==> src/rtl/rtoi_consts.vh <==
// register indices, field positions, reset values and frame counts
`ifndef RTOI_CONSTS_VH
`define RTOI_CONSTS_VH
// register indices; byte address is four times the index
`define RTOI_IDX_STATE 10'h207
`define RTOI_IDX_FSTAT 10'h20B
`define RTOI_IDX_LEN 10'h20D
`define RTOI_IDX_OEN 10'h20E
`define RTOI_IDX_FEN 10'h20F
`define RTOI_IDX_OSTAT 10'h210
`define RTOI_IDX_LSTAT 10'h211
`define RTOI_IDX_CTRL 10'h212
`define RTOI_IDX_S1 10'h213
// select codes out of the address decoder
`define RTOI_SEL_NONE 4'h0
`define RTOI_SEL_STATE 4'h1
`define RTOI_SEL_FSTAT 4'h2
`define RTOI_SEL_LEN 4'h3
`define RTOI_SEL_OEN 4'h4
`define RTOI_SEL_FEN 4'h5
`define RTOI_SEL_OSTAT 4'h6
`define RTOI_SEL_LSTAT 4'h7
`define RTOI_SEL_CTRL 4'h8
`define RTOI_SEL_S1 4'h9
// field positions
`define RTOI_B_LOS 0
`define RTOI_B_SEF 1
`define RTOI_B_LOF 2
`define RTOI_B_RDI 0
`define RTOI_B_AIS 1
`define RTOI_B_NEWK 0
`define RTOI_B_KUNS 1
`define RTOI_B_TMIS 3
`define RTOI_B_NEWT 4
`define RTOI_B_TUNS 5
`define RTOI_B_S1UNS 6
`define RTOI_B_NEWS1 7
// writable masks and reset values
`define RTOI_LEN_MASK 8'h03
`define RTOI_OEN_MASK 8'hFB
`define RTOI_FEN_MASK 8'h07
`define RTOI_CTRL_MASK 8'h01
`define RTOI_RST_BYTE 8'h00
// frames of repetition, counted from zero
`define RTOI_S1_LAST 3'h7
`define RTOI_K_LAST3 3'h2
`define RTOI_K_LAST5 3'h4
`endif

==> src/rtl/rtoi_core.v <==
// receive transport overhead interrupt status and enable block
`timescale 1ns/1ps
`default_nettype none
// ****************************************************************
// How it works
// - flag set on every LOF change
// - flag set on every SEF change
// - flag set on every LOS change
// - change flags clear when host reads them
// - live LOF state readable in state byte
// - live SEF state readable in state byte
// - live LOS state readable in state byte
// - enable bit gates AIS-L change interrupt
// - enable bit gates RDI-L change interrupt
// - line enable register: bits 1:0 writable
// - new S1 value raises interrupt when enabled
// - S1 accepted after 8 identical frames
// - overhead enable register, bit 2 read-only
// - defect change interrupts only while enabled
// - LOS, SEF, LOF change flags in bits 0-2
// - K1/K2 accepted after 3 or 5 frames
// ****************************************************************
`include "rtoi_consts.vh"

module rtoi_core (
  input wire mclk,
  input wire rst,
  input wire ce,
  input wire los_state,
  input wire sef_state,
  input wire lof_state,
  input wire ais_l_state,
  input wire rdi_l_state,
  input wire frame_tick,
  input wire [7:0] s1_rx_byte,
  input wire [7:0] k1_rx_byte,
  input wire [7:0] k2_rx_byte,
  input wire s1_unstable_chg,
  input wire trace_unstable_chg,
  input wire trace_new,
  input wire trace_mismatch_chg,
  input wire k_unstable_chg,
  output reg [7:0] s1_accepted_r,
  output reg [15:0] k_accepted_r,
  output wire irq,
  input wire [11:0] s_axi_awaddr,
  input wire s_axi_awvalid,
  output wire s_axi_awready,
  input wire [31:0] s_axi_wdata,
  input wire [3:0] s_axi_wstrb,
  input wire s_axi_wvalid,
  output wire s_axi_wready,
  output reg [1:0] s_axi_bresp,
  output reg s_axi_bvalid,
  input wire s_axi_bready,
  input wire [11:0] s_axi_araddr,
  input wire s_axi_arvalid,
  output wire s_axi_arready,
  output reg [31:0] s_axi_rdata,
  output reg [1:0] s_axi_rresp,
  output reg s_axi_rvalid,
  input wire s_axi_rready
);

  // ****************************************************************
  // address decode
  // ****************************************************************
  function [3:0] rtoi_sel;
    input [11:0] addr;
    begin
      case (addr[11:2])
        `RTOI_IDX_STATE: rtoi_sel = `RTOI_SEL_STATE;
        `RTOI_IDX_FSTAT: rtoi_sel = `RTOI_SEL_FSTAT;
        `RTOI_IDX_LEN: rtoi_sel = `RTOI_SEL_LEN;
        `RTOI_IDX_OEN: rtoi_sel = `RTOI_SEL_OEN;
        `RTOI_IDX_FEN: rtoi_sel = `RTOI_SEL_FEN;
        `RTOI_IDX_OSTAT: rtoi_sel = `RTOI_SEL_OSTAT;
        `RTOI_IDX_LSTAT: rtoi_sel = `RTOI_SEL_LSTAT;
        `RTOI_IDX_CTRL: rtoi_sel = `RTOI_SEL_CTRL;
        `RTOI_IDX_S1: rtoi_sel = `RTOI_SEL_S1;
        default: rtoi_sel = `RTOI_SEL_NONE;
      endcase
    end
  endfunction

  reg [7:0] fstat_r;
  reg [7:0] fstat_nxt;
  reg [7:0] ostat_r;
  reg [7:0] ostat_nxt;
  reg [7:0] lstat_r;
  reg [7:0] lstat_nxt;
  reg [7:0] len_r;
  reg [7:0] oen_r;
  reg [7:0] fen_r;
  reg [7:0] ctrl_r;
  reg [4:0] prev_r;
  reg [7:0] s1_cand_r;
  reg [2:0] s1_cnt_r;
  reg [15:0] k_cand_r;
  reg [2:0] k_cnt_r;
  reg s1_new;
  reg k_new;
  reg aw_held_r;
  reg w_held_r;
  reg [11:0] aw_addr_r;
  reg [7:0] w_byte_r;
  reg w_lane_r;
  wire [4:0] live;
  wire [4:0] chg;
  wire [15:0] k_rx;
  wire [2:0] k_last;
  wire wr_go;
  wire rd_go;
  wire [3:0] wr_sel;
  wire [3:0] rd_sel;
  wire [7:0] state_byte;

  assign live = {rdi_l_state, ais_l_state, lof_state, sef_state, los_state};
  assign k_rx = {k1_rx_byte, k2_rx_byte};

  // ****************************************************************
  // change detection
  // ****************************************************************
  // one edge detector per watched defect level
  genvar gi;
  generate
    for (gi = 0; gi < 5; gi = gi + 1) begin : g_chg
      assign chg[gi] = live[gi] ^ prev_r[gi];
    end
  endgenerate

  always @(posedge mclk or posedge rst) begin
    if (rst) begin
      prev_r <= 5'h00;
    end else if (ce) begin
      prev_r <= live;
    end
  end

  // ****************************************************************
  // overhead byte acceptance filters
  // ****************************************************************
  // eight equal S1 frames
  always @* begin
    s1_new = frame_tick && (s1_rx_byte == s1_cand_r) &&
             (s1_cnt_r == `RTOI_S1_LAST - 3'h1) && (s1_rx_byte != s1_accepted_r);
  end

  always @(posedge mclk or posedge rst) begin
    if (rst) begin
      s1_cand_r <= 8'h00;
      s1_cnt_r <= 3'h0;
      s1_accepted_r <= 8'h00;
    end else if (ce && frame_tick) begin
      if (s1_rx_byte != s1_cand_r) begin
        s1_cand_r <= s1_rx_byte;
        s1_cnt_r <= 3'h0;
      end else if (s1_cnt_r != `RTOI_S1_LAST) begin
        s1_cnt_r <= s1_cnt_r + 3'h1;
      end
      if (s1_new) begin
        s1_accepted_r <= s1_rx_byte;
      end
    end
  end

  // three or five equal K1/K2 frames
  assign k_last = ctrl_r[0] ? `RTOI_K_LAST5 : `RTOI_K_LAST3;

  always @* begin
    k_new = frame_tick && (k_rx == k_cand_r) &&
            (k_cnt_r == k_last - 3'h1) && (k_rx != k_accepted_r);
  end

  always @(posedge mclk or posedge rst) begin
    if (rst) begin
      k_cand_r <= 16'h0000;
      k_cnt_r <= 3'h0;
      k_accepted_r <= 16'h0000;
    end else if (ce && frame_tick) begin
      if (k_rx != k_cand_r) begin
        k_cand_r <= k_rx;
        k_cnt_r <= 3'h0;
      end else if (k_cnt_r < k_last) begin
        k_cnt_r <= k_cnt_r + 3'h1;
      end
      if (k_new) begin
        k_accepted_r <= k_rx;
      end
    end
  end

  // ****************************************************************
  // register bus handshakes
  // ****************************************************************
  // address and data may land in either order; one write at a time
  assign s_axi_awready = !aw_held_r && !s_axi_bvalid;
  assign s_axi_wready = !w_held_r && !s_axi_bvalid;
  assign wr_go = aw_held_r && w_held_r && !s_axi_bvalid;
  assign s_axi_arready = !s_axi_rvalid;
  assign rd_go = s_axi_arvalid && s_axi_arready;
  assign wr_sel = rtoi_sel(aw_addr_r);
  assign rd_sel = rtoi_sel(s_axi_araddr);

  always @(posedge mclk or posedge rst) begin
    if (rst) begin
      aw_held_r <= 1'b0;
      w_held_r <= 1'b0;
      aw_addr_r <= 12'h000;
      w_byte_r <= 8'h00;
      w_lane_r <= 1'b0;
      s_axi_bvalid <= 1'b0;
      s_axi_bresp <= 2'h0;
    end else if (ce) begin
      if (s_axi_awvalid && s_axi_awready) begin
        aw_held_r <= 1'b1;
        aw_addr_r <= s_axi_awaddr;
      end
      if (s_axi_wvalid && s_axi_wready) begin
        w_held_r <= 1'b1;
        w_byte_r <= s_axi_wdata[7:0];
        w_lane_r <= s_axi_wstrb[0];
      end
      if (wr_go) begin
        aw_held_r <= 1'b0;
        w_held_r <= 1'b0;
        s_axi_bvalid <= 1'b1;
        s_axi_bresp <= (wr_sel == `RTOI_SEL_NONE) ? 2'h3 : 2'h0;
      end else if (s_axi_bvalid && s_axi_bready) begin
        s_axi_bvalid <= 1'b0;
      end
    end
  end

  // ****************************************************************
  // enable and control registers
  // ****************************************************************
  // writes without byte lane 0 change nothing
  always @(posedge mclk or posedge rst) begin
    if (rst) begin
      len_r <= `RTOI_RST_BYTE;
      oen_r <= `RTOI_RST_BYTE;
      fen_r <= `RTOI_RST_BYTE;
      ctrl_r <= `RTOI_RST_BYTE;
    end else if (ce && wr_go && w_lane_r) begin
      case (wr_sel)
        `RTOI_SEL_LEN: len_r <= w_byte_r & `RTOI_LEN_MASK;
        `RTOI_SEL_OEN: oen_r <= w_byte_r & `RTOI_OEN_MASK;
        `RTOI_SEL_FEN: fen_r <= w_byte_r & `RTOI_FEN_MASK;
        `RTOI_SEL_CTRL: ctrl_r <= w_byte_r & `RTOI_CTRL_MASK;
        default: ctrl_r <= ctrl_r;
      endcase
    end
  end

  // ****************************************************************
  // sticky change flags
  // ****************************************************************
  // a new event in the read cycle survives the clear
  always @* begin
    fstat_nxt = fstat_r;
    ostat_nxt = ostat_r;
    lstat_nxt = lstat_r;
    if (rd_go && rd_sel == `RTOI_SEL_FSTAT) begin
      fstat_nxt = 8'h00;
    end
    if (rd_go && rd_sel == `RTOI_SEL_OSTAT) begin
      ostat_nxt = 8'h00;
    end
    if (rd_go && rd_sel == `RTOI_SEL_LSTAT) begin
      lstat_nxt = 8'h00;
    end
    fstat_nxt[`RTOI_B_LOS] = fstat_nxt[`RTOI_B_LOS] | chg[0];
    fstat_nxt[`RTOI_B_SEF] = fstat_nxt[`RTOI_B_SEF] | chg[1];
    fstat_nxt[`RTOI_B_LOF] = fstat_nxt[`RTOI_B_LOF] | chg[2];
    lstat_nxt[`RTOI_B_AIS] = lstat_nxt[`RTOI_B_AIS] | chg[3];
    lstat_nxt[`RTOI_B_RDI] = lstat_nxt[`RTOI_B_RDI] | chg[4];
    // accepted S1 value is an event
    ostat_nxt[`RTOI_B_NEWS1] = ostat_nxt[`RTOI_B_NEWS1] | s1_new;
    ostat_nxt[`RTOI_B_S1UNS] = ostat_nxt[`RTOI_B_S1UNS] | s1_unstable_chg;
    ostat_nxt[`RTOI_B_TUNS] = ostat_nxt[`RTOI_B_TUNS] | trace_unstable_chg;
    ostat_nxt[`RTOI_B_NEWT] = ostat_nxt[`RTOI_B_NEWT] | trace_new;
    ostat_nxt[`RTOI_B_TMIS] = ostat_nxt[`RTOI_B_TMIS] | trace_mismatch_chg;
    ostat_nxt[`RTOI_B_KUNS] = ostat_nxt[`RTOI_B_KUNS] | k_unstable_chg;
    ostat_nxt[`RTOI_B_NEWK] = ostat_nxt[`RTOI_B_NEWK] | k_new;
  end

  always @(posedge mclk or posedge rst) begin
    if (rst) begin
      fstat_r <= `RTOI_RST_BYTE;
      ostat_r <= `RTOI_RST_BYTE;
      lstat_r <= `RTOI_RST_BYTE;
    end else if (ce) begin
      fstat_r <= fstat_nxt;
      ostat_r <= ostat_nxt;
      lstat_r <= lstat_nxt;
    end
  end

  // ****************************************************************
  // interrupt output
  // ****************************************************************
  // OR of enabled sticky flags
  assign irq = |(fstat_r & fen_r) | |(lstat_r & len_r) | |(ostat_r & oen_r);

  // ****************************************************************
  // read path
  // ****************************************************************
  // live LOF in bit 2
  assign state_byte = {5'h00, lof_state, sef_state, los_state};

  always @(posedge mclk or posedge rst) begin
    if (rst) begin
      s_axi_rvalid <= 1'b0;
      s_axi_rdata <= 32'h00000000;
      s_axi_rresp <= 2'h0;
    end else if (ce) begin
      if (rd_go) begin
        s_axi_rvalid <= 1'b1;
        s_axi_rresp <= 2'h0;
        case (rd_sel)
          `RTOI_SEL_STATE: s_axi_rdata <= {24'h000000, state_byte};
          `RTOI_SEL_FSTAT: s_axi_rdata <= {24'h000000, fstat_r};
          `RTOI_SEL_LEN: s_axi_rdata <= {24'h000000, len_r};
          `RTOI_SEL_OEN: s_axi_rdata <= {24'h000000, oen_r};
          `RTOI_SEL_FEN: s_axi_rdata <= {24'h000000, fen_r};
          `RTOI_SEL_OSTAT: s_axi_rdata <= {24'h000000, ostat_r};
          `RTOI_SEL_LSTAT: s_axi_rdata <= {24'h000000, lstat_r};
          `RTOI_SEL_CTRL: s_axi_rdata <= {24'h000000, ctrl_r};
          `RTOI_SEL_S1: s_axi_rdata <= {24'h000000, s1_accepted_r};
          default: begin
            s_axi_rdata <= 32'h00000000;
            s_axi_rresp <= 2'h3;
          end
        endcase
      end else if (s_axi_rvalid && s_axi_rready) begin
        s_axi_rvalid <= 1'b0;
      end
    end
  end

endmodule // rtoi_core
`default_nettype wire

==> config.mk <==
export PLATFORM = sky130hd
export DESIGN_NAME = rtoi_core
export DESIGN_NICKNAME = d
export VERILOG_FILES = /design/src/rtl/rtoi_core.v
export VERILOG_INCLUDE_DIRS = /design/src /design/src/rtl
export SDC_FILE = /design/constraint.sdc
export NUM_CORES = 1
export LEC_CHECK = 0
export ABC_CLOCK_PERIOD_IN_PS = 11800
export BUFFER_PORTS_ARGS = -buffer_cell sky130_fd_sc_hd__buf_2
export CORE_MARGIN = 2
export CORE_UTILIZATION = 56
export DETAILED_ROUTE_END_ITERATION = 6
export GPL_TIMING_DRIVEN = 0
export PLACE_DENSITY = 0.85
export SETUP_SLACK_MARGIN = 0.02
export SYNTH_ARGS = -nofsm -noshare
export SYNTH_HDL_FRONTEND = slang
export SYNTH_SLANG_ARGS = --single-unit
==> constraint.sdc <==
create_clock -name mclk -period 11.8 [get_ports mclk]
set_input_delay 2.36 -clock mclk [delete_from_list [all_inputs] [get_ports mclk]]
set_output_delay 2.36 -clock mclk [all_outputs]
set_load 0.005 [all_outputs]
# Yosys cells after proc, flatten, opt, wreduce, memory -nomap -nowiden
# Index checks and enable logic that the tools add are counted.
[word_totals]
ff_bits = 145
latch_bits = 0
mem_bits_rw = 0
rom_bits = 0
input_bits = 103
out_inout_bits = 66
wordCells = 165
mem_count = 0
[op_classes]
add_sub_neg = 3
multipliers = 0
n_div = 0
magnitude_cmp = 1
n_eq_ne = 40
n_shift = 0
mux = 21
bitwise = 22
n_reduce_logical = 54
[op_table]
columns = ["op", "count"]
rows = [
  ["== test 10 bit (second input constant)", 18],
  ["one-hot mux 4 bit (9 select lines)", 2],
  ["one-hot mux 8 bit (9 select lines)", 1],
  ["AND reduction 2 bit", 18],
  ["!= test 16 bit", 2],
  ["== test 4 x 3 -> 1 bit (second input constant)", 6],
  ["OR reduction 8 bit", 3],
  ["logical AND 1 bit", 21],
  ["two-way mux 3 bit", 6],
  ["== test 16 bit", 1],
  ["!= test 8 bit", 2],
  ["bitwise OR 1 bit", 14],
  ["== test 4 x 2 -> 1 bit (second input constant)", 3],
  ["== test 4 bit (second input constant)", 3],
  ["nonzero test 2 bit", 6],
  ["OR reduction 9 bit", 1],
  ["bitwise AND 8 bit", 1],
  ["== test 8 bit", 1],
  ["two-way mux 1 bit", 8],
  ["two-way mux 8 bit", 1],
  ["adder 3 x 1 -> 3 bit (second input constant)", 2],
  ["two-way mux 2 bit", 3],
  ["bitwise XOR 1 bit", 5],
  ["== test 4 x 1 -> 1 bit (second input constant)", 1],
  ["other kinds (9)", 12],
]

# Longest topological paths before layout
# Gate-level depths: netlist of run 1.
[depth]
depth_word = 6
ltp_mapped = 7
depth_no_buf = 7

# Worst setup path before layout of run 1
# OpenSTA, ideal clock, no wires.
[synth_timing]
kind = "input to register"
from = "input port k1_rx_byte[5]"
to = "register k_accepted_r[0]"
setup_time_ps = 125
arrival_time_ps = 3749
required_time_ps = 11675
path_slack_ps = 7926
stages = 6
path_buffers = 1
cell_sequence = "xnor2_1 > nand4_1 > nor4_4 > nand3_4 > buf_6 > mux2_4"
[synth_via]
elab_chain_len = 5
elab_cells_between_ends = 6
cone_classes = "2 x eq/ne; 4 x reduce/logical"
[synth_rtl]
columns = ["item", "line", "text"]
rows = [
  ["from (decl)", "rtoi_core.v:36", "input wire [7:0] k1_rx_byte,"],
  ["== test 16 bit", "rtoi_core.v:171", "k_new = frame_tick && (k_rx == k_cand_r) &&"],
  ["logical AND 1 bit (2 in a row)", "rtoi_core.v:171", ""],
  ["logical AND 1 bit *", "rtoi_core.v:172", "(k_cnt_r == k_last - 3'h1) && (k_rx != k_accepted_r);"],
  ["AND reduction 2 bit (no source line) *", "-", ""],
  ["to (signal assigned)", "rtoi_core.v:188", "k_accepted_r <= k_rx;"],
  ["to (decl)", "rtoi_core.v:44", "output reg [15:0] k_accepted_r,"],
]
# Mark *: on every way between the ends. The rest lies on a longest branch, timed or not.
# A chain may end at the register's enable or synchronous reset.

# Final worst setup path of run 1
[layout_timing]
from = "register oen_r[4]"
to = "output port irq"
[layout_via]
elab_chain_len = 3
[layout_rtl]
columns = ["item", "line", "text"]
rows = [
  ["from (decl)", "rtoi_core.v:93", "reg [7:0] oen_r;"],
  ["from (signal assigned)", "rtoi_core.v:242", "oen_r <= `RTOI_RST_BYTE;"],
  ["from (signal assigned)", "rtoi_core.v:248", "`RTOI_SEL_OEN: oen_r <= w_byte_r & `RTOI_OEN_MASK;"],
  ["bitwise AND 8 bit", "rtoi_core.v:304", "assign irq = |(fstat_r & fen_r) | |(lstat_r & len_r) | |(ostat_r & oen_r);"],
  ["OR reduction 8 bit", "rtoi_core.v:304", ""],
  ["bitwise OR 1 bit", "rtoi_core.v:304", ""],
  ["to (decl)", "rtoi_core.v:45", "output wire irq,"],
]
# Every way passes these cells.

==> results of run 1 <==
-- layer usage --
metal | vias to the layer above | part of all wire [%] | GRT usage [%]
met4 | 2 | 1.3 | 7.70
met2 | 184 | 51 | 41.6
met3 | 21 | 7.1 | 6.08
met1 | 2119 | 41 | 31.1
met5 | - | 0.083 | 0
li1 | 2013 | - | -
-- cell families (layout without fill, tap and decap cells) --
| kind of cell | count (synthesis) | after routing |
|---|---|---|
| XOR/XNOR | 53 | 53 |
| adder cells (fa/ha/maj) | 8 | 8 |
| flip-flops | 117 | 117 |
| buffers and inverters | 49 | 193 |
| AO/OA/AOI/OAI | 57 | 57 |
| AND/OR/NAND/NOR | 110 | 110 |
| multiplexers | 92 | 92 |
| other | 1 | 25 |
-- worst paths after layout --
| path | to | slack [ps] | depth (start not counted) |
|---|---|---|---|
| worst max-delay path | irq | 7750 | 4 |
| worst min-delay path | s_axi_rdata[2] | 470 | 2 |
| worst max register to register | len_r[1] | 9600 | 5 |
| worst min register to register | s_axi_rdata[2] | 470 | 2 |
| max in group asynchronous | s1_cand_r[5] | 9120 | 3 |
| min in group asynchronous | w_byte_r[1] | 1920 | 2 |
-- worst max-delay path: stages (launching register included) --
cell and delay (ps):
dfrtp_1 400, a22o_1 210, a221oi_1 260, nand3_1 160, buf_2 160
-- layout by cell type, fill, tap and decap left out, types with 4 or more instances in the layout --
cell type and count:
and3_1 4, nand3_1 10, nand2_1 29, nor4_1 6
nand4_1 11, mux2_4 9, xor2_1 21, clkbuf_1 9
buf_2 112, clkbuf_16 16, mux2_2 79, xnor2_1 32
nor2_1 22, clkbuf_8 5, buf_4 26, a21oi_1 11
conb_1 24, a22o_1 16, inv_1 10, dfrtp_1 117
o21ai_0 8, bufinv_16 5, nand2b_1 4, o22ai_1 4
a221oi_1 4, clkinvlp_4 5, ha_1 6, nor2b_1 7
a22oi_1 7
-- metrics by stage --
step | std cells | total power [W] | setup WS (ps)
after floorplan | 510 | 0.000638 | 6340
after global placement | 757 | 0.000693 | 5230
after detailed placement | 758 | 0.000708 | 7500
after CTS | 790 | 0.00128 | 7740
after global routing | 791 | 0.00132 | 7690
final | 791 | 0.00127 | 7750
-- where the power goes --
group          switching, W  internal, W  total [W]  leakage [nW]
Combinational     0.0000868     0.000107   0.000194          1.82
Clock              0.000180     0.000387   0.000567         0.309
Sequential        0.0000506     0.000460   0.000511          1.46
Total              0.000317     0.000954    0.00127          3.59
-- cell type report --
cell class              count  area (um^2)
fillers                   728         2870
well taps                 136          170
plain buffers              38          256
inverters                  11         43.8
clock buffers              21          469
repair buffers            112          583
flip-flops and latches    117         2930
multi-input cells         344         2750
clock inverters            11          196
diodes                      1         2.50
-- state kept, by name (all words and copies together) (netlist names), 3 cells and up --
signal,flops
fstat_r,3
w_byte_r,8
s_axi_rdata,8
k_cand_r,16
s1_accepted_r,8
k_cnt_r,3
oen_r,7
fen_r,3
aw_addr_r,10
s1_cand_r,8
ostat_r,7
prev_r,5
s1_cnt_r,3
k_accepted_r,16
==> impl_metrics.yaml, run 1 <==
detailed_routing:
  ant_nets: 0
  via_per_inst: 5.49
  finalWirelength_um: 13300
  vias: 4339
  wl_per_cell_um: 16.8
  route.detailed.drc: 0
  drt_iter0_drc: 269
  drt_first_pass_iters: 4
logic_synthesis:
  synth.most_common_cell: "dfrtp_1"
  ys_types: 48
  synth_top_cell_by_area: "dfrtp_1"
  yosysSeqAreaShare_pct: 49.7
  synthTopCellsByCount: "dfrtp_1 (117), mux2_2 (79), xnor2_1 (32)"
  synth_xor_area_share_pct: 7.88
  ys_dominant_reg_cell: "dfrtp_1"
  synth-simple-area-share_pct: 10.5
  netlist_area_um2: 5890
  synth_top_family_by_area: "multiplexers"
  ys_ff_latch: 117
  synth_fa_ha_area_share_pct: 1.61
  synth-edff-count: 0
  async_flop_share_pct: 100
  syn_avg_cell_area_um2: 12.1
  synth_area_leaders: "dfrtp_1 (50%), mux2_2 (15%), xnor2_1 (4.8%)"
  synthCells: 487
  synth_top_area_share_pct: 49.7
  synth.area.mux_share_pct: 18.3
  synth-compound-area-share_pct: 6.92
  yosys_warnings: 0
finish:
  finalInstanceArea_um2: 7400
  drive_above_1_share_pct: 41.3
  final_nets: 750
  syn2layout_area_growth_pct: 25.6
  fin_util_pct: 72.0
timing:
  final-hold-violation-count: 0
  slew_violations: 0
  clock.fmax_mhz: 247
  tns_ps: 0
  max-slew-margin-rel_pct: 52.9
  fin_hold_ws_ps: 469
  min_period_ps: 4050
  report.final.setup_viol: 0
  fin_crit_sh_pct: 34.4
  worst_slew_pin_slew_ps: 707
  rsz0062_at_grt: "false"
  fin_skew_ps: 8.35
power_and_ir_drop:
  vdd_drop_max_v: 0.000105
  cellLeakagePower_nw: 3.59
  powerDensity_nw_per_um2: 172
floorplanning:
  fp-row-count: 37
  die_area_um2: 11400
  die_w_um: 107
  initial_core_util_pct: 57.3
  fp.coreArea_um2: 10300
  io_pins: 169
  die_h_um: 107
clocking:
  cts-buffers-inserted: 17
  cts_buffer_depth: 2
  tritoncts: "done"
  post_cts_buffers: 0
  cts.sinks: 117
  clk_latency_ps: 510
  htree_levels: 4
  cts_resized: 0
  hold_buffers: 0
  root_buffer: "clkbuf_8"
  cts.clk_slew.worst_paths_ps: 60
critical_path:
  start_kind: "flop"
  path_class: "reg -> out"
  end_kind: "output pin"
  r2r_start: "aw_addr_r[4]"
  cp.required_ps: 9440
  worstPathArrival_ps: 1690
  critPathLaunch: "oen_r[4]"
  crit_fanout: 3
grt:
  grt_use_total_pct: 24.5
  first_global_vias: 4446
  grt_max_degree: 74
  grt-ovfl-total: 0
  grt_pass1_wl_um: 21800
  antenna_found_initial: 2
hold_path:
  hold_start: "s_axi_rdata[2]"
  hold_path_class: "reg -> reg"
placement:
  gp_congestion: 0.918
  placed_cell_area_um2: 6740
  dp_hpwl_um: 9520
  io_buffer_count: 111
flow_run:
  drv_cap: 0
status:
  outcome: "finished clean"
(Power assumes the default switching activity.)
==> run 2, diff against run 1 <==
- ABC_AREA: not set -> 1
- ABC_CLOCK_PERIOD_IN_PS: 11800 -> 3900
- CORE_UTILIZATION: 56 -> 53
- PLACE_DENSITY: 0.85 -> 0.8
- clock period: 11.8 -> 3.9 ns (I/O delays scaled with it)
==> run 2 against run 1 <==
Sequential power rose to 2.9 times the previous value. Combinational power rose to 2.9 times the previous value. Non-clock buffer count up 9. Clock power grew to 2.9 times the previous value. Synthesized cell count grew 61%. Largest power group unchanged. Highest routed layer is now met4.
==> impl_metrics.yaml, run 2 <==
finish:
  syn2layout_area_growth_pct: 24.1
  antenna_cells: 0
  drive_above_1_share_pct: 22.8
  layout_common_cells: "nand2_1 (243), buf_2 (119), dfrtp_1 (117)"
  layout_commonest_cell: "nand2_1"
  reg_top3: "k_accepted_r x16, k_cand_r x16, aw_addr_r x10"
  final_nets: 1051
floorplanning:
  io_pins: 169
  die_w_um: 113
  fp.coreArea_um2: 11600
  die_area_um2: 12900
  fp-row-count: 39
  die_h_um: 113
  initial_core_util_pct: 54.9
placement:
  dp_hpwl_um: 11100
  io_buffer_count: 113
  gp_congestion: 0.864
  dpl_worst_slack_ps: 1600
timing:
  min_period_ps: 2270
  report.final.setup_viol: 0
  tns_ps: 0
  clock.fmax_mhz: 440
  final-hold-violation-count: 0
  worst_slew_pin_slew_ps: 605
  max-slew-margin-rel_pct: 59.6
  slew_violations: 0
  fin_ws_ps: 1630
  rsz0062_at_grt: "false"
  fin_skew_ps: 5.88
  fin_crit_sh_pct: 58.3
flow_run:
  drv_cap: 0
detailed_routing:
  route.detailed.drc: 0
  drt_iter0_drc: 406
  ant_nets: 0
  wl_per_cell_um: 13.6
  finalWirelength_um: 14900
  vias: 5683
  via_per_inst: 5.18
  drt_first_pass_iters: 7
logic_synthesis:
  ys_types: 40
  yosysSeqAreaShare_pct: 46.1
  synth_area_leaders: "dfrtp_1 (46%), nand2_1 (14%), xnor2_1 (4.4%)"
  synthCells: 784
  async_flop_share_pct: 100
  ys_dominant_reg_cell: "dfrtp_1"
  ys_ff_latch: 117
  synth.most_common_cell: "nand2_1"
  synth_top_cell_by_area: "dfrtp_1"
  yosys_warnings: 0
  synth-edff-count: 0
  synth_top_area_share_pct: 46.1
  netlist_area_um2: 6350
  syn_avg_cell_area_um2: 8.10
  synthTopCellsByCount: "nand2_1 (243), dfrtp_1 (117), inv_1 (72)"
power_and_ir_drop:
  cellLeakagePower_nw: 4.20
  powerDensity_nw_per_um2: 468
  vdd_drop_max_v: 0.000371
  power_w: 0.00369
critical_path:
  r2r_start: "ctrl_r[0]"
  critPathLaunch: "oen_r[3]"
  path_class: "reg -> out"
  crit_fanout: 2
  reg2reg_to: "k_accepted_r[15]"
  rrSetupSlack_ps: 1860
  worstPathArrival_ps: 1490
  worst_path_largest_cell_delay_ps: 380
  end_kind: "output pin"
  slowest_stage: "dfrtp_1"
  reg2reg_depth: 7
  cp.required_ps: 3120
  path_cells: "inv_1, o22ai_1, a221oi_1, nand3_1, buf_2"
  start_kind: "flop"
clocking:
  cts.clk_slew.worst_paths_ps: 50
  hold_buffers: 0
  cts-buffers-inserted: 17
  post_cts_buffers: 0
  cts.sinks: 117
  root_buffer: "clkbuf_16"
  htree_levels: 4
  cts_resized: 0
  clk_latency_ps: 420
  tritoncts: "done"
  cts_buffer_depth: 2
grt:
  grt_use_total_pct: 24.1
  grt_pass1_wl_um: 24600
  first_global_vias: 5243
  grt-ovfl-total: 0
  antenna_found_initial: 0
  grt_max_degree: 35
hold_path:
  hold_path_class: "in -> async"
status:
  outcome: "finished clean"
==> run 2: final cells by class <==
| class | instances | area (um^2) |
|---|---|---|
| Buffer | 43 | 293 |
| Clock buffer | 22 | 484 |
| Clock inverter | 10 | 150 |
| Fill cell | 991 | 3680 |
| Inverter | 74 | 287 |
| Multi-Input combinational cell | 573 | 2930 |
| Sequential cell | 117 | 2930 |
| Tap cell | 143 | 179 |
| Timing Repair Buffer | 116 | 626 |
==> run 2: per-stage QoR <==
stage	hold WS [ps]	area (um^2)	cells	util, %
floorplan	442	6440	807	-
global placement	455	7190	1063	62.1
detailed placement	463	7250	1066	62.7
CTS	437	7880	1098	68.1
global route	468	7880	1098	68.1
finish	430	7880	1098	68.1
==> run 2: cell families (layout without fill, tap and decap cells) <==
kind of cell / count (synthesis) / after routing / share of synthesized area (%)
xor+xnor: 38 / 38 / 5.24
fa+ha+maj: 6 / 6 / 1.18
compound gates: 85 / 85 / 7.53
buf+inv: 117 / 265 / 9.06
other cells: 1 / 24 / 0.0590
mux: 3 / 3 / 0.532
simple gates: 417 / 417 / 30.3
flops: 117 / 117 / 46.1
==> run 2: per-layer routing <==
layer / track usage (%) / share of wire (%) / vias up
li1: - / - / 2825
met1: 32.6 / 45 / 2624
met2: 38.0 / 47 / 198
met3: 5.69 / 5.8 / 36
met4: 9.51 / 2.2 / 0
met5: 0 / 0 / -
==> run 2: worst max-delay path by stage <==
stage | endpoint | slack (ps) | depth (start not counted)
finish | irq | 1630 | 5
floorplan | aw_addr_r[10] | 1690 | 1
global placement | s1_cand_r[6] | 940 | 2
global route | irq | 1560 | 5
CTS | irq | 1630 | 5
detailed placement | k_accepted_r[15] | 1600 | 9
==> run 2: where the power goes <==
| group | switching (W) | internal (W) | total [W] |
|---|---|---|---|
| clock | 0.000532 | 0.00113 | 0.00166 |
| combinational | 0.000332 | 0.000225 | 0.000557 |
| sequential | 0.000103 | 0.00137 | 0.00147 |
==> run 2: worst max-delay path, delay by kind of cell, from the launching register on <==
family                 cells  cell delay, ps
AOI/OAI and AO/OA          2             300
DFF                        1             380
buffers and inverters      2             260
and+or+nand+nor            1             150
==> run 3, diff against run 2 <==
- ABC_CLOCK_PERIOD_IN_PS: 3900 -> 1940
- CORE_UTILIZATION: 53 -> 48
- PLACE_DENSITY: 0.8 -> 0.77
- clock period: 3.9 -> 1.94 ns (I/O delays scaled with it)
==> run 3 against run 2 <==
Setup slack got worse by 1600 ps. Combinational power is 100% higher. Count of clock-buffer cells in the layout rose by 4. First-iteration DRC count fell by 11%. Cell count grew 3.3%. Hold slack worse by 290 ps. Sequential power up 100%. Design area increased by 0.92%.
==> impl_metrics.yaml, run 3 (synthesis gave the netlist of run 2 again) <==
status:
  outcome: "finished clean"
finish:
  syn2layout_area_growth_pct: 25.2
  final_nets: 1056
  layout_commonest_cell: "nand2_1"
  finalInstanceArea_um2: 7950
  drive_above_1_share_pct: 23.1
  fin_util_pct: 60.8
  layout_common_cells: "nand2_1 (243), buf_2 (118), dfrtp_1 (117)"
  antenna_cells: 0
  reg_top3: "k_accepted_r x16, k_cand_r x16, aw_addr_r x10"
detailed_routing:
  finalWirelength_um: 15100
  wl_per_cell_um: 13.3
  via_per_inst: 5.03
  vias: 5700
  ant_nets: 0
  route.detailed.drc: 0
  drt_iter0_drc: 361
  drt_first_pass_iters: 6
critical_path:
  rrSetupSlack_ps: 170
  end_kind: "output pin"
  worstPathArrival_ps: 1520
  path_cells: "nand2_1, nand2_1, a221oi_1, nand3_1, buf_2"
  cp.required_ps: 1550
  worstPathBufferInverterCount: 1
  path_class: "reg -> out"
  crit_family: "flip-flops"
  crit_fanout: 3
  cp_common_cell: "nand2_1"
  slowest_stage: "dfrtp_1"
  start_kind: "flop"
  worst_path_largest_cell_delay_ps: 400
grt:
  grt-ovfl-total: 0
  grt_use_total_pct: 22.7
  antenna_found_initial: 0
  met2_usage_pct: 35.1
  grt_pass1_wl_um: 25900
  top_usage_layer: "met2"
  grt_max_degree: 40
  grt.met3_usage_pct: 5.84
  first_global_vias: 5402
  use_met1_pct: 31.4
timing:
  report.final.setup_viol: 0
  max-slew-margin-rel_pct: 44.8
  fin_skew_ps: 7.27
  fin_crit_sh_pct: 98.1
  final-hold-violation-count: 0
  min_period_ps: 1900
  slew_violations: 0
  clock.fmax_mhz: 525
  worst_slew_pin_slew_ps: 827
  tns_ps: 0
clocking:
  cts_buffer_depth: 2
  root_buffer: "clkbuf_16"
  clk_latency_ps: 410
  cts-buffers-inserted: 17
  cts.sinks: 117
  tritoncts: "done"
  hold_buffers: 0
  cts.clk_slew.worst_paths_ps: 50
  htree_levels: 4
placement:
  dp_hpwl_um: 11200
  gp_congestion: 0.891
  placed_cell_area_um2: 7290
  io_buffer_count: 113
floorplanning:
  fp.coreArea_um2: 13100
  die_area_um2: 14200
  io_pins: 169
  initial_core_util_pct: 48.5
  fp-row-count: 42
  die_h_um: 119
  die_w_um: 119
hold_path:
  hold_path_class: "in -> async"
power_and_ir_drop:
  vdd_drop_max_v: 0.000550
  powerDensity_nw_per_um2: 909
  cellLeakagePower_nw: 4.23
flow_run:
  drv_cap: 0
run 3: repair_timing:
| action | CTS | global route |
|---|---|---|
| gates resized for setup | 0 | 8 |
| endpoints found under the setup margin | 10 | 32 |
| setup buffers | 3 | 3 |
| pin swaps | 1 | 3 |
run 3: metal layers:
layer,routed length [um],vias up
li1,-,2831
met1,7020,2648
met2,6860,195
met3,916,26
met4,283,0
met5,0,-
run 3: worst reg2reg max path: cells and delay by family, from the launching register on:
kind,cells,cell delay (ps)
fa+ha+maj,1,330
buf+inv,3,460
flops,1,410
simple gates,4,450
run 3: worst paths after layout:
check	startpoint	end	cells after the start
worst max-delay path	lstat_r[0]	irq	5
worst max register to register	ctrl_r[0]	k_accepted_r[15]	8
max in group asynchronous	rst	s_axi_rdata[7]	4
min in group mclk	s_axi_wdata[7]	w_byte_r[7]	3
worst min register to register	s_axi_rdata[6]	s_axi_rdata[6]	2
worst min-delay path	rst	w_byte_r[3]	2
run 3: report_power, final:
part / switching (W) / internal [W] / leakage [nW] / total (W)
sequential: 0.000220 / 0.00275 / 1.48 / 0.00297
clock: 0.00102 / 0.00210 / 0.284 / 0.00312
combinational: 0.000676 / 0.000460 / 2.47 / 0.00114
run 3: through the flow:
step	power [W]	instances	hold WS [ps]	setup slack (ps)
2_1_floorplan	0.00372	807	442	125
3_3_place_gp	0.00406	1096	456	-675
3_5_place_dp	0.00411	1099	462	-38.8
4_1_cts	0.00726	1132	156	38.9
5_1_grt	0.00764	1134	170	-0.691
6_report	0.00723	1134	137	36.2
run 3: cell type report:
| cell class | count | area [um^2] |
|---|---|---|
| Buffer | 42 | 292 |
| Inverter | 74 | 287 |
| Fill cell | 1126 | 5130 |
| Multi-Input combinational cell | 573 | 2970 |
| Timing Repair Buffer | 122 | 671 |
| Tap cell | 176 | 220 |
| Clock inverter | 4 | 95.1 |
| Clock buffer | 26 | 489 |
| Sequential cell | 117 | 2930 |
